**config.mk**
```make
export PLATFORM = sky130hd
export DESIGN_NAME = wwd_windowed_watchdog
export DESIGN_NICKNAME = d
export VERILOG_FILES = /design/src/logic/wwd_pkg.sv /design/src/logic/wwd_tick_if.sv /design/src/logic/wwd_tick_sync.sv /design/src/logic/wwd_windowed_watchdog.sv
export SDC_FILE = /design/constraint.sdc
export NUM_CORES = 1
export LEC_CHECK = 0
export BUFFER_PORTS_ARGS = -buffer_cell sky130_fd_sc_hd__clkbuf_2
export CAP_MARGIN = 20
export CORE_UTILIZATION = 50
export CTS_CLUSTER_SIZE = 10
export DETAILED_ROUTE_END_ITERATION = 10
export PLACE_DENSITY = 0.78
export SLEW_MARGIN = 5
export SYNTH_ARGS = -nofsm -noshare
export SYNTH_HDL_FRONTEND = slang
export SYNTH_SLANG_ARGS = --single-unit
```
**constraint.sdc**
```tcl
create_clock -name core_clk -period 8.23 [get_ports core_clk]
set_input_delay 0 -clock core_clk [delete_from_list [all_inputs] [get_ports core_clk]]
set_output_delay 0 -clock core_clk [all_outputs]
set_load 0.01 [all_outputs]
```
**src/logic/wwd_pkg.sv**
```systemverilog
// Purpose: Shared constants and types for the windowed watchdog.
// Assumes: 8-bit register port, 4-bit register index, one core clock.
// Notes:   Offsets and field positions of the config and status registers
//          are local to this block; the counts are counter-clock cycles.
package wwd_pkg;

    // Register port widths
    localparam int ADDR_W = 4;                      // Register index width
    localparam int DATA_W = 8;                      // Register data width
    localparam int CNT_W  = 19;                     // Holds 2^18 inclusive
    localparam int NUM_SLOW_SRC = 3;                // Pin-borne counter clocks

    // Register offsets
    localparam logic [ADDR_W-1:0] ADDR_CFG   = 4'h0;   // watchdog_config_register
    localparam logic [ADDR_W-1:0] ADDR_RSTAT = 4'h1;   // reset_status_register
    localparam logic [ADDR_W-1:0] ADDR_STAT  = 4'h2;   // Watchdog state, read only

    // Config register field positions
    localparam int CFG_TSEL_LSB = 0;                // timeout_select [1:0]
    localparam int CFG_CSEL_LSB = 2;                // counter_clock_select [3:2]
    localparam int CFG_WIN_BIT  = 4;                // window_enable
    localparam int CFG_DBG_BIT  = 5;                // Run in background debug mode

    // Status register field positions
    localparam int STAT_LOCK_BIT  = 0;              // Config has been written
    localparam int STAT_EN_BIT    = 1;              // Watchdog enabled
    localparam int STAT_ARM_BIT   = 2;              // First refresh code seen
    localparam int STAT_WIN_BIT   = 3;              // Refresh window is open

    // Config reset values
    localparam logic [1:0] TSEL_RST = 2'h3;         // Longest timeout
    localparam logic [1:0] CSEL_RST = 2'h0;         // Low-power oscillator
    localparam logic       WIN_RST  = 1'b0;         // Window mode off
    localparam logic       DBG_RST  = 1'b0;         // Halted in debug mode

    // counter_clock_select encodings
    localparam logic [1:0] CSEL_LPO = 2'h0;         // low_power_osc_clock
    localparam logic [1:0] CSEL_BUS = 2'h1;         // system_bus_clock
    localparam logic [1:0] CSEL_IRC = 2'h2;         // internal_rc_clock
    localparam logic [1:0] CSEL_EXT = 2'h3;         // external_osc_clock

    // timeout_select encodings
    localparam logic [1:0] TSEL_OFF   = 2'h0;       // Watchdog disabled
    localparam logic [1:0] TSEL_SHORT = 2'h1;
    localparam logic [1:0] TSEL_MID   = 2'h2;

    // Refresh codes
    localparam logic [DATA_W-1:0] REFRESH_FIRST  = 8'h55;
    localparam logic [DATA_W-1:0] REFRESH_SECOND = 8'haa;

    // Timeout periods in counter-clock cycles
    localparam logic [CNT_W-1:0] SLOW_PERIOD_SHORT = 19'h00020;  // 32
    localparam logic [CNT_W-1:0] SLOW_PERIOD_MID   = 19'h00100;  // 256
    localparam logic [CNT_W-1:0] SLOW_PERIOD_LONG  = 19'h00400;  // 1024
    localparam logic [CNT_W-1:0] FAST_PERIOD_SHORT = 19'h02000;  // 8192
    localparam logic [CNT_W-1:0] FAST_PERIOD_MID   = 19'h10000;  // 65536
    localparam logic [CNT_W-1:0] FAST_PERIOD_LONG  = 19'h40000;  // 262144

    // Refresh sequence tracker
    typedef enum logic {
        SEQ_IDLE,                                   // Waiting for first code
        SEQ_ARMED                                   // First code accepted
    } wwd_seq_type;

endpackage

```
**src/logic/wwd_tick_if.sv**
```systemverilog
// Purpose: Carries synchronised counter-clock ticks to the watchdog core.
// Assumes: Ticks are one core-clock cycle wide.
// Notes:   Bit 0 low-power osc, bit 1 internal RC, bit 2 external clock.
`timescale 1ns/1ps
`default_nettype none
interface wwd_tick_if;
    logic [2:0] tick;                               // One pulse per rising edge

    modport src (output tick);                      // Synchroniser side
    modport dst (input  tick);                      // Counter side
endinterface
`default_nettype wire

```
**src/logic/wwd_tick_sync.sv**
```systemverilog
// Purpose: Brings the slow counter clocks into the core clock domain.
// Assumes: Each slow clock is well below half the core clock rate.
// Notes:   Two flops then an edge detector per source; the first flop
//          feeds only the second.
`timescale 1ns/1ps
`default_nettype none
module wwd_tick_sync
    import wwd_pkg::*;
(
    input  wire logic                    core_clk,  // Core clock
    input  wire logic                    rst,       // Async reset, high
    input  wire logic [NUM_SLOW_SRC-1:0] slowClk,   // Raw slow clock pins
    wwd_tick_if.src                      ticks      // Edge pulses out
);

    genvar g;
    generate
        for (g = 0; g < NUM_SLOW_SRC; g++) begin : gen_src
            logic meta_q;                           // First stage, metastable
            logic sync_q;                           // Second stage, stable
            logic prev_q;                           // Delayed copy for edge

            // Synchroniser chain and edge history
            always_ff @(posedge core_clk or posedge rst) begin
                if (rst) begin
                    meta_q <= 1'b0;
                    sync_q <= 1'b0;
                    prev_q <= 1'b0;
                end else begin
                    meta_q <= slowClk[g];
                    sync_q <= meta_q;
                    prev_q <= sync_q;
                end
            end

            // Rising edge of the settled level only
            assign ticks.tick[g] = sync_q & ~prev_q;
        end
    endgenerate

endmodule
`default_nettype wire

```
**src/logic/wwd_windowed_watchdog.sv**
```systemverilog
// Purpose: Windowed watchdog with write-once configuration and refresh
//          code checking, raising one reset request to the system.
// Assumes: Register strobes come from logic on core_clk; mode inputs are
//          synchronous; slow clock pins are asynchronous.
// Notes:   The reset request stays high until rst, since the system reset
//          that it triggers also resets this block.
//
// Contract
// - Enabled after reset; timeout select 00 disables.
// - Writing 0x55 then 0xAA restarts the period.
// - Refresh writes never change reset status reads.
// - Counter reaching timeout period requests system reset.
// - Any other value written requests immediate reset.
// - Window mode: refresh only in final quarter.
// - Refresh before window opens requests immediate reset.
// - Window mode only with bus clock selected.
// - Configuration accepts only first write after reset.
// - Counter cleared by reset and first config write.
// - Clock select picks one of four counter clocks.
// - Slow clocks time out after 32/256/1024 cycles.
// - Fast clocks: 8192/65536/262144; window at three quarters.
// - Reset default: low-power oscillator, longest timeout.
// - Bus clock: counter holds in debug or stop.
// - Other clocks: counter zeroed in debug or stop.
// - Not counting in background debug unless configured.
`timescale 1ns/1ps
`default_nettype none
module wwd_windowed_watchdog
    import wwd_pkg::*;
#(
    parameter logic [CNT_W-1:0] FAST_SHORT = FAST_PERIOD_SHORT,  // 8192 cycles
    parameter logic [CNT_W-1:0] FAST_MID   = FAST_PERIOD_MID,    // 65536 cycles
    parameter logic [CNT_W-1:0] FAST_LONG  = FAST_PERIOD_LONG    // 262144 cycles
) (
    input  wire logic              core_clk,       // Core clock, 50 MHz
    input  wire logic              rst,            // Async reset, high
    input  wire logic [ADDR_W-1:0] regAddr,        // Register index
    input  wire logic [DATA_W-1:0] regWrData,      // Write data
    input  wire logic              regWrStb,       // Write strobe
    input  wire logic              regRdStb,       // Read strobe
    output var  logic [DATA_W-1:0] regRdData,      // Read data, one cycle later
    input  wire logic [DATA_W-1:0] resetStatusIn,  // Contents of reset status
    input  wire logic              low_power_osc_clock,         // low_power_osc_clock pin
    input  wire logic              ircClk,         // internal_rc_clock pin
    input  wire logic              external_osc_clock,         // external_osc_clock pin
    input  wire logic              debugMode,      // background_debug_mode active
    input  wire logic              stopMode,       // Device in stop mode
    output var  logic              resetReq        // System reset request
);

    // Configuration state
    logic [1:0]        tsel_q;                     // timeout_select
    logic [1:0]        csel_q;                     // counter_clock_select
    logic              winEn_q;                    // window_enable
    logic              dbgRun_q;                   // Count in debug mode
    logic              locked_q;                   // Config write seen

    // Counter and sequence state
    logic [CNT_W-1:0]  count_q;                    // Counter value
    logic [CNT_W-1:0]  count_d;                    // Next counter value
    wwd_seq_type       seq_q;                      // Refresh tracker
    wwd_seq_type       seq_d;                      // Next tracker state
    logic              resetReq_q;                 // Sticky reset request
    logic [DATA_W-1:0] rdData_q;                   // Registered read data
    logic [DATA_W-1:0] rdMux;                      // Selected read value

    // Decoded strobes
    wire               cfgWrite;                   // Write to config reg
    wire               cfgFirst;                   // Write that locks config
    wire               rsWrite;                    // Write to reset status reg
    wire               isFirstCode;                // Data is 0x55
    wire               isSecondCode;               // Data is 0xaa

    // Counting control
    wire               enabled;                    // Watchdog active
    wire               busSel;                     // Bus clock selected
    wire               winMode;                    // Window mode in force
    wire               haltNow;                    // Debug or stop halts count
    wire               tickSel;                    // Tick of chosen clock
    wire [CNT_W-1:0]   period;                     // Selected timeout period
    wire [CNT_W-1:0]   lastCount;                  // Count at which it expires
    wire [CNT_W-1:0]   winStart;                   // Count at which window opens
    wire               windowOpen;                 // Refresh currently allowed

    // Reset causes
    wire               timeoutHit;                 // Period expired
    wire               badCode;                    // Wrong value written
    wire               earlyRefresh;               // Refresh before window
    wire               refreshDone;                // Valid 0x55, 0xaa pair

    // Slow clock ticks from the synchroniser
    wwd_tick_if ticks ();

    // Synchronises the three pin-borne counter clocks
    wwd_tick_sync u_sync (
        .core_clk (core_clk),
        .rst      (rst),
        .slowClk  ({external_osc_clock, ircClk, low_power_osc_clock}),
        .ticks    (ticks.src)
    );

    // Timeout period for a clock and timeout selection
    function automatic logic [CNT_W-1:0] periodOf(input logic [1:0] csel,
                                                  input logic [1:0] tsel);
        logic fast;
        fast = (csel == CSEL_BUS) || (csel == CSEL_EXT);
        if (tsel == TSEL_SHORT) begin
            periodOf = fast ? FAST_SHORT : SLOW_PERIOD_SHORT;
        end else if (tsel == TSEL_MID) begin
            periodOf = fast ? FAST_MID : SLOW_PERIOD_MID;
        end else begin
            periodOf = fast ? FAST_LONG : SLOW_PERIOD_LONG;
        end
    endfunction

    // Counter clock chosen by the clock select field
    function automatic logic tickOf(input logic [1:0] csel,
                                    input logic [2:0] slowTick);
        if (csel == CSEL_BUS) begin
            tickOf = 1'b1;                          // Every core clock
        end else if (csel == CSEL_LPO) begin
            tickOf = slowTick[0];
        end else if (csel == CSEL_IRC) begin
            tickOf = slowTick[1];
        end else begin
            tickOf = slowTick[2];
        end
    endfunction

    // Register strobe decoding
    assign cfgWrite     = regWrStb && (regAddr == ADDR_CFG);
    assign cfgFirst     = cfgWrite && !locked_q;
    assign rsWrite      = regWrStb && (regAddr == ADDR_RSTAT);
    assign isFirstCode  = (regWrData == REFRESH_FIRST);
    assign isSecondCode = (regWrData == REFRESH_SECOND);

    // Enable and mode decoding
    assign enabled  = (tsel_q != TSEL_OFF);
    assign busSel   = (csel_q == CSEL_BUS);
    assign winMode  = winEn_q && busSel;
    assign haltNow  = stopMode || (debugMode && !dbgRun_q);
    assign tickSel  = tickOf(csel_q, ticks.tick);

    // Period and window thresholds; the window is the final quarter
    assign period     = periodOf(csel_q, tsel_q);
    assign lastCount  = period - 19'h00001;
    assign winStart   = period - (period >> 2);
    assign windowOpen = !winMode || (count_q >= winStart);

    // Reset causes; a disabled watchdog raises none of them
    assign timeoutHit   = enabled && !haltNow && tickSel
                          && (count_q == lastCount);
    assign badCode      = enabled && rsWrite
                          && !isFirstCode && !isSecondCode;
    assign earlyRefresh = enabled && rsWrite && !windowOpen
                          && (isFirstCode || isSecondCode);
    assign refreshDone  = enabled && rsWrite && windowOpen
                          && isSecondCode && (seq_q == SEQ_ARMED);

    // Configuration register: written once, then frozen until reset
    always_ff @(posedge core_clk or posedge rst) begin
        if (rst) begin
            tsel_q   <= TSEL_RST;
            csel_q   <= CSEL_RST;
            winEn_q  <= WIN_RST;
            dbgRun_q <= DBG_RST;
            locked_q <= 1'b0;
        end else if (cfgFirst) begin
            tsel_q   <= regWrData[CFG_TSEL_LSB +: 2];
            csel_q   <= regWrData[CFG_CSEL_LSB +: 2];
            winEn_q  <= regWrData[CFG_WIN_BIT];
            dbgRun_q <= regWrData[CFG_DBG_BIT];
            locked_q <= 1'b1;
        end
    end

    // Next counter value; cleared on refresh or the locking config write
    always_comb begin
        count_d = count_q;
        if (cfgFirst || refreshDone) begin
            count_d = '0;
        end else if (!enabled) begin
            count_d = '0;
        end else if (haltNow) begin
            if (busSel) begin
                count_d = count_q;
            end else begin
                count_d = '0;
            end
        end else if (timeoutHit) begin
            count_d = '0;                   // Request is already raised
        end else if (tickSel) begin
            count_d = count_q + 19'h00001;
        end
    end

    // Refresh tracker: any other write to the status address returns it to idle
    always_comb begin
        seq_d = seq_q;
        if (rsWrite) begin
            if (isFirstCode && windowOpen) begin
                seq_d = SEQ_ARMED;
            end else begin
                seq_d = SEQ_IDLE;
            end
        end
    end

    // Counter and tracker
    always_ff @(posedge core_clk or posedge rst) begin
        if (rst) begin
            count_q  <= '0;
            seq_q    <= SEQ_IDLE;
        end else begin
            count_q  <= count_d;
            seq_q    <= seq_d;
        end
    end

    // One sticky request for every cause; only rst takes it away
    always_ff @(posedge core_clk or posedge rst) begin
        if (rst) begin
            resetReq_q <= 1'b0;
        end else if (timeoutHit || badCode || earlyRefresh) begin
            resetReq_q <= 1'b1;
        end
    end

    // Read selection; the reset status contents come from outside
    always_comb begin
        rdMux = '0;
        if (regAddr == ADDR_CFG) begin
            rdMux[CFG_TSEL_LSB +: 2] = tsel_q;
            rdMux[CFG_CSEL_LSB +: 2] = csel_q;
            rdMux[CFG_WIN_BIT]       = winEn_q;
            rdMux[CFG_DBG_BIT]       = dbgRun_q;
        end else if (regAddr == ADDR_RSTAT) begin
            rdMux = resetStatusIn;
        end else if (regAddr == ADDR_STAT) begin
            rdMux[STAT_LOCK_BIT] = locked_q;
            rdMux[STAT_EN_BIT]   = enabled;
            rdMux[STAT_ARM_BIT]  = (seq_q == SEQ_ARMED);
            rdMux[STAT_WIN_BIT]  = windowOpen && enabled;
        end
    end

    // Read data stands only in the cycle after the strobe
    always_ff @(posedge core_clk or posedge rst) begin
        if (rst) begin
            rdData_q <= '0;
        end else if (regRdStb) begin
            rdData_q <= rdMux;
        end else begin
            rdData_q <= '0;
        end
    end

    // Outputs come straight from flops
    assign regRdData = rdData_q;
    assign resetReq  = resetReq_q;

endmodule
`default_nettype wire

```
==> summary by stage, run 1 <==
Floorplan
During I/O placement, the number of pins put on the boundary was 38. The initial utilization of the core area, before any placement, comes to 52.7%. The die covers 6670 µm². The height of the chip is 81.7 µm. The total area inside the core boundary comes to 6030 µm². The floorplan row count is 28. The x dimension of the die is 81.7 µm.

Place
The HPWL after detailed placement is 5460 µm. The congestion estimate from routability-driven global placement came to 1.01. The number of placed instances, taps included, is 459.

The area of placed instances is 3380 µm². The port buffer count is 37.

Clocking
The clock net in this run drives a total of 45 sinks. The number of buffers added by the clock tree synthesis step is 5. Clock latency on the worst-skew pair, taken at its later pin, is 0.31 ns. TritonCTS built the clock tree.

The number of H-tree branching levels is 2. The clock transition at the registers of the reported paths is 0.09 ns. The cell at the root of the clock tree is sky130_fd_sc_hd__clkbuf_8. The number of buffers on the longest clock path is 2. Post-CTS repair changed the size of 0 cells.

Critical path
The required time at the worst-slack endpoint is 8.42 ns. The worst setup path is of the register to register kind. The endpoint class of the critical path is a register. Traced cell by cell, the critical path runs through inv_2 > ha_1 > nand2_1 > nor2_1 > o21ai_0 > a31oi_1 > a211o_1 > ha_1 > nand4b_1 > nor3_1 > o21ai_1 > a211oi_2 > buf_4 > a21oi_1.

The cell with the largest stage delay on the worst path is sky130_fd_sc_hd__dfrtp_1. The data arrival time of the worst path is 3.92 ns. The maximum cell stage delay along the critical path is 0.83 ns. In this design, the critical path's most frequently occurring cell is sky130_fd_sc_hd__ha_1.

The worst register-to-register path has a depth of 14. The largest fanout of any net on the critical path is 26. STA classifies the critical path startpoint as a register.

Final layout
The repair_antennas step left the layout with diodes totalling 0. The non-filler instance count after layout is 485. The synthesis-to-finish area growth is 16.5%.

The final non-filler cell area is 3700 µm². The number of nets in the layout is 461. Of the cells placed in the final design, the portion with a size suffix greater than 1 is 15.1%.

Synth
The total nets after synthesis is 417. The portion of synthesized area spent on multiplexers is 1.06%. Yosys printed 0 warnings. Of the total synthesized cell area, the portion taken by XOR and XNOR cells is 2.48%. By area the synthesized netlist is led by sky130_fd_sc_hd__dfrtp_1, sky130_fd_sc_hd__ha_1, sky130_fd_sc_hd__nand2_1, sky130_fd_sc_hd__a21oi_1, sky130_fd_sc_hd__nand3_1. The leading cell type by number of instances after synthesis is sky130_fd_sc_hd__nand2_1. Summed over its instances, the top area cell type makes up 33.9% of the synthesized netlist area. Summing the areas of all and, or, nand and nor instances in the mapped netlist gives 28.4% of the synthesized area. The top cell type by total area after synthesis is sky130_fd_sc_hd__dfrtp_1. The mean instance size in the synthesized netlist is 8.69 µm².

The portion of the post-synthesis area used by sequential elements is 35.6%. Sorting the synthesized cells by how often they occur yields sky130_fd_sc_hd__nand2_1, sky130_fd_sc_hd__dfrtp_1, sky130_fd_sc_hd__a21oi_1. Summing the areas of all compound-gate instances in the mapped netlist gives 18.5% of the synthesized area.

Synthesis instantiated 60 different standard cells from the library. The fraction of registers with async set/reset is 100%. Counting flops with a built-in enable in the synthesized netlist gives 0. In the synthesized netlist, the number of instances is 365. The main flop type after synthesis is sky130_fd_sc_hd__dfrtp_1. The cell area after synthesis is 3170 µm².

After synthesis the netlist holds a flip-flop and latch count of 45. After synthesis, the largest family of logic cells by area is simple AND/OR/NAND/NOR gates. The arithmetic-cell share of the synthesized area counting full adders, half adders and majority gates is 9.07%.

Drt
Before antenna repair, the detailed router went through 5 iterations. Once detail routing completed, the nets flagged for antenna violations numbered 0. Dividing the detail-routed via count by the number of cells gives 6.26. The via count is 3036.

The remaining routing DRC violations is 0. The average wire per standard cell is 16.9 µm. Summed over all layers, the routed wires come to 8190 µm.

For this block, the initial DRC count from the detailed router was 346.

Pwr
VDD sags by at most 113 µV. The power density over cell area is 137 nW/µm². The post-layout total power is 506 µW.

Summed over all cells, the static leakage comes to 1.65 nW.

Timing
The worst-case clock skew is 0.00525 ns. For the pin with the worst max-slew slack, the measured transition is 0.933 ns. Setup repair after global routing left no endpoint under its margin. The number of slew-limit violations in the final report is 0. The final worst-path cycle share is 45.3%. The final number of hold-violating endpoints is 0. The relative slew slack is 37.7%. The clock period could shrink to 3.73 ns. The highest clock rate is 268 MHz. Setup violations remaining at the end of the flow were counted as 0. Setup total negative slack on the finished layout was measured at 0 ns.

GRT
The number of antenna violations at the first check in global routing was 0. In the global route stage, overall resource usage came out at 26.7%. The first-pass GRT wire length is 13400 µm.

The total overflow left after global routing is 0. The pin count of the biggest net entering global routing is 46. The via count of the first global-routing pass is 2762.

Run
The count of maximum capacitance violations is 0.

Hold path
The number of cells on the worst hold path is 3. The min-delay analysis places its worst path in the category input port to register.

Status
The run finished with clean final reports.
==> per-stage QoR <==
stage	hold slack, ns	util (%)	worst slack [ns]
after floorplan	0.0314	-	4.73
after CTS	0.00795	61.3	4.58
final	0.0127	61.3	4.50
after global placement	0.108	56.1	4.70
after global routing	0.0381	61.3	4.24
after detailed placement	0.110	56.1	4.60
==> what timing repair did <==
action / in CTS / in global routing
hold buffers: 18 / 0
hold endpoints to repair: 59 / 0
setup buffers: 0 / 0
==> registers in the layout, summed over array words and instances (netlist names) <==
name	count
resetReq	1
u_sync.gen_src.sync_q	3
count_q	19
csel_q	2
tsel_q	2
u_sync.gen_src.prev_q	3
locked_q	1
winEn_q	1
dbgRun_q	1
regRdData	8
u_sync.gen_src.meta_q	3
seq_q	1
==> final cells by class <==
cell class                 count  area, µm²
clock buffer                   5       68.8
clock inverter                 3       68.8
fill                         513       2330
inverter                      16       60.1
multi-input combinational    283       1890
sequential                    45       1130
tap                           75       93.8
timing repair buffer          58        388
==> logic make-up (layout without fill, tap and decap cells) <==
logic type | count (synthesis) | count (layout)
AO/OA/AOI/OAI | 86 | 86
XOR/XNOR | 9 | 9
adder cells (fa/ha/maj) | 23 | 23
buffers and inverters | 37 | 82
flip-flops | 45 | 45
multiplexers | 3 | 3
AND/OR/NAND/NOR | 162 | 162
==> metal layers <==
| metal | track usage [%] | up-vias | routed length (µm) |
|---|---|---|---|
| li1 | - | 1443 | - |
| met1 | 35.6 | 1438 | 3530 |
| met2 | 43.7 | 139 | 3990 |
| met3 | 4.78 | 16 | 519 |
| met4 | 8.77 | 0 | 140 |
| met5 | 0 | - | 0 |
==> path summary, 6_finish.rpt <==
| check | start | slack, ns | to |
|---|---|---|---|
| min reg2reg | u_sync.gen_src[1].meta_q | 0.35 | u_sync.gen_src[1].sync_q |
| min | resetStatusIn[5] | 0.01 | regRdData[5] |
| max | csel_q[0] | 4.50 | count_q[2] |
| max reg2reg | csel_q[0] | 4.50 | count_q[2] |
| min in group asynchronous | rst | 0.44 | count_q[4] |
| max in group asynchronous | rst | 7.22 | regRdData[1] |
==> critical path, delay by kind of cell, from the launching register on <==
kind                     cells  cell delay, ns
buffers and inverters        2            0.56
flip-flops                   1            0.83
adder cells (fa/ha/maj)      2            0.74
AND/OR/NAND/NOR              4            0.44
AO/OA/AOI/OAI                6            1.05
==> report_power, final <==
part,internal [mW],switching (mW),total (mW)
sequential,0.232,0.0127,0.245
clock,0.122,0.0803,0.202
combinational,0.0277,0.0310,0.0587
==> placed cells by master, fill, tap and decap left out, drive strengths merged, types with 5 or more instances in the layout <==
cell type | synthesis | layout
o21ai | 12 | 12
a31oi | 10 | 10
dlygate4sd3 | 0 | 18
xnor2 | 5 | 5
nor2b | 8 | 8
clkbuf | 11 | 42
nor2 | 18 | 18
nor4 | 5 | 5
nand3 | 15 | 15
a21oi | 24 | 24
nor3 | 12 | 12
nand2 | 44 | 44
inv | 16 | 17
nand4b | 5 | 5
and3 | 6 | 6
dfrtp | 43 | 43
o211ai | 6 | 6
or4b | 5 | 5
nand4 | 11 | 11
or3 | 6 | 6
ha | 23 | 23
Note: power is estimated with default switching activity, not from simulation.
==> inputs of run 2 (changes only) <==
==> constraint.sdc (replaced) <==
create_clock -name core_clk -period 3.7 [get_ports core_clk]
set_input_delay 0 -clock core_clk [delete_from_list [all_inputs] [get_ports core_clk]]
set_output_delay 0 -clock core_clk [all_outputs]
set_load 0.01 [all_outputs]
==> summary by stage, run 2 (same netlist as run 1, synthesis figures left out) <==
Status
Run status: finished, final reports clean (unchanged).

GRT
The pin count of the biggest net entering global routing is 46 (unchanged). The global-route total usage across every layer was 27.0% (was 26.7%). The sum of overflow across all layers after global routing was 0 (unchanged). The number of antenna violations at the first check in global routing is 0 (unchanged). The first-pass GRT wire length is 13800 µm (was 13400 µm). The via count of the first global-routing pass is 2873 (was 2762).

Final layout
The register containing the most flip-flops in the final layout is count_q (unchanged). The total inserted antenna cells came to 0 (unchanged). The number of flip-flops in the largest register was 19 (unchanged). The area occupied by registers was 1130 µm² (unchanged). The synthesis-to-finish area growth is 17.3% (was 16.5%).

The ratio of cells with drive above 1 in the final layout came to 15.7% (was 15.1%). The number of fillers in the final layout was 500 (was 513). The number of nets in the layout is 464 (was 461). Top library cells by usage in the layout, fill and taps aside: sky130_fd_sc_hd__nand2_1, sky130_fd_sc_hd__dfrtp_1, sky130_fd_sc_hd__clkbuf_2 (unchanged). The area used by multi-input combinational logic is 1890 µm² (unchanged).

The post-route core utilization is 61.8% (was 61.3%). The most frequent standard cell in the layout excluding fill and tap cells is sky130_fd_sc_hd__nand2_1 (unchanged).

Critical path
The nature of the critical path startpoint was a register (unchanged). Cell Chain, Critical Path: inv_1 > nand2_1 > ha_1 > nor2b_1 > o21ai_0 > a31oi_1 > a211o_1 > ha_1 > nand4b_1 > nor3_1 > o21ai_1 > a211oi_2 > buf_6 > a21oi_1 (was inv_2 > ha_1 > nand2_1 > nor2_1 > o21ai_0 > a31oi_1 > a211o_1 > ha_1 > nand4b_1 > nor3_1 > o21ai_1 > a211oi_2 > buf_4 > a21oi_1). The endpoint class of the critical path is a register (unchanged). The logic depth of the worst register-to-register path is 14 (unchanged). The class of the most critical setup path is register to register (unchanged). The maximum cell stage delay along the critical path is 0.54 ns (was 0.83 ns). The required time at the worst-slack endpoint is 3.89 ns (was 8.42 ns). The cell with the largest stage delay on the worst path is sky130_fd_sc_hd__dfstp_2 (was sky130_fd_sc_hd__dfrtp_1).

The largest fanout of any net on the critical path came to 19 (was 26). The buffering stage count on the worst path with inverters included is 2 (unchanged). The data arrival time of the worst path was 3.63 ns (was 3.92 ns). The critical register-to-register path startpoint was tsel_q[1] (was csel_q[0]). The terminus of the critical flop-to-flop path is count_q[14] (was count_q[2]).

The critical path's top delay family is compound AO/OA/AOI/OAI gates (unchanged). The reg-to-reg setup timing slack was 0.27 ns (was 4.50 ns). The cell occurring most often along the worst timing path is sky130_fd_sc_hd__ha_1 (unchanged).

Timing
The shortest period the worst path allows is 3.43 ns (was 3.73 ns). The final worst-path cycle share is 92.8% (was 45.3%). The final-report setup violation count is 0 (unchanged). The highest clock rate came to 291 MHz (was 268 MHz). The worst-case clock skew is 0.00604 ns (was 0.00525 ns). The final setup TNS is 0 ns (unchanged). The relative slew slack is 37.5% (was 37.7%). The final number of hold-violating endpoints is 0 (unchanged). The slew at the pin closest to its max-slew limit is 0.923 ns (was 0.933 ns). The number of slew-limit violations in the final report is 0 (unchanged). RSZ-0062 raised after global routing: no (unchanged).

Clocking
The TritonCTS clock tree was yes (unchanged). The number of buffers added by the clock tree synthesis step is 5 (unchanged). The cell at the root of the clock tree was sky130_fd_sc_hd__clkbuf_8 (unchanged). The clock transition at the registers of the reported paths is 0.09 ns (about the same). The number of buffers on the longest clock path is 2 (unchanged). The later-pin clock latency in the skew report is 0.31 ns (about the same). The clock sink count is 45 (unchanged). The number of H-tree branching levels is 2 (unchanged).

The number of post-CTS setup repair buffers is 0 (unchanged).

Drt
The number of detailed-routing iterations run before antenna repair is 5 (unchanged). The total wire length after detailed routing is 8050 µm (was 8190 µm). The remaining routing DRC violations is 0 (unchanged).

The via count was 2997 (was 3036). The number of violations reported at the end of detailed-routing iteration 0 came to 281 (was 346). The average via count per standard cell is 6.14 (was 6.26). The average wire per standard cell is 16.5 µm (was 16.9 µm).

The count of nets left with antenna violations after detail routing is 0 (unchanged).

Hold path
The number of cells on the worst hold path is 2 (was 3). The hold path startpoint is regRdStb (was resetStatusIn[5]). The sink of the worst hold path is regRdData[1] (was regRdData[5]). The type of the most critical hold path is input port to register (unchanged).

Place
The last weighted congestion value of the routability-driven placer came to 0.867 (was 1.01). The port buffer count was 37 (unchanged). The detailed-placement wirelength estimate was 5640 µm (was 5460 µm).

Floorplan
The x dimension of the die is 81.7 µm (unchanged). The placeable core region is 6030 µm² (unchanged). The effective utilization at floorplan is 52.7% (unchanged). The height of the chip is 81.7 µm (unchanged).

The area enclosed by the die boundary is 6670 µm² (unchanged). The floorplan row count is 28 (unchanged). The count of boundary I/O pins is 38 (unchanged).

Pwr
The standby leakage power is 1.67 nW (was 1.65 nW). The power density over cell area is 304 nW/µm² (was 137 nW/µm²). The largest voltage drop on the vdd net is 219 µV (was 113 µV).

Run
The count of maximum capacitance violations was 0 (unchanged).
-- run 2: changes by cell type in the layout (fill, tap and decap cells not counted) --
| cell | delta |
|---|---|
| sky130_fd_sc_hd__buf_4 | +2 |
| sky130_fd_sc_hd__buf_6 | +1 |
-- run 2: where the power goes --
group	internal, mW	total, mW	switching, mW	leakage [nW]
Clock	0.272	0.454	0.182	0.0687
Sequential	0.517	0.546	0.0290	0.572
Combinational	0.0621	0.132	0.0700	1.03
-- run 2: stage by stage --
step,cell area [µm²],power [mW],worst slack [ns],cells,hold slack (ns)
3_5_place_dp,3400,0.671,0.331,462,0.110
4_1_cts,3720,1.14,0.314,488,0.00682
2_1_floorplan,3170,0.623,0.204,365,0.0314
6_report,3720,1.13,0.265,488,0.0135
5_1_grt,3720,1.18,0.0345,488,0.0120
3_3_place_gp,3400,0.665,0.482,462,0.110
-- run 2: area by class of cell --
type,count,area share [%]
clock buffers,5,1.85
clock inverters,3,1.85
inverters,16,1.61
multi-input cells,283,50.7
flip-flops and latches,45,30.3
well taps,75,2.52
repair buffers,61,11.1
-- run 2: routing by layer --
metal | part of all wire, % | GRT usage (%)
met4 | 1.6 | 9.82
met3 | 4.4 | 3.33
met1 | 44 | 36.4
met5 | 0 | 0
met2 | 50 | 44.4
-- run 2: worst max path at each step --
stage / from / slack [ns] / cells past startpoint / end
4_1_cts: tsel_q[1] / 0.31 / 15 / count_q[9]
2_1_floorplan: tsel_q[0] / 0.20 / 15 / count_q[18]
6_report: tsel_q[1] / 0.27 / 14 / count_q[14]
3_5_place_dp: tsel_q[1] / 0.33 / 15 / count_q[9]
5_1_grt: tsel_q[1] / 0.03 / 15 / count_q[14]
3_3_place_gp: tsel_q[1] / 0.48 / 15 / count_q[18]
-- run 2: repair_timing --
| action | in CTS | in global routing |
|---|---|---|
| endpoints found under the setup margin | 0 | 4 |
| endpoints found under the hold margin | 59 | 0 |
| resized for setup | 0 | 1 |
| hold buffers | 18 | 0 |
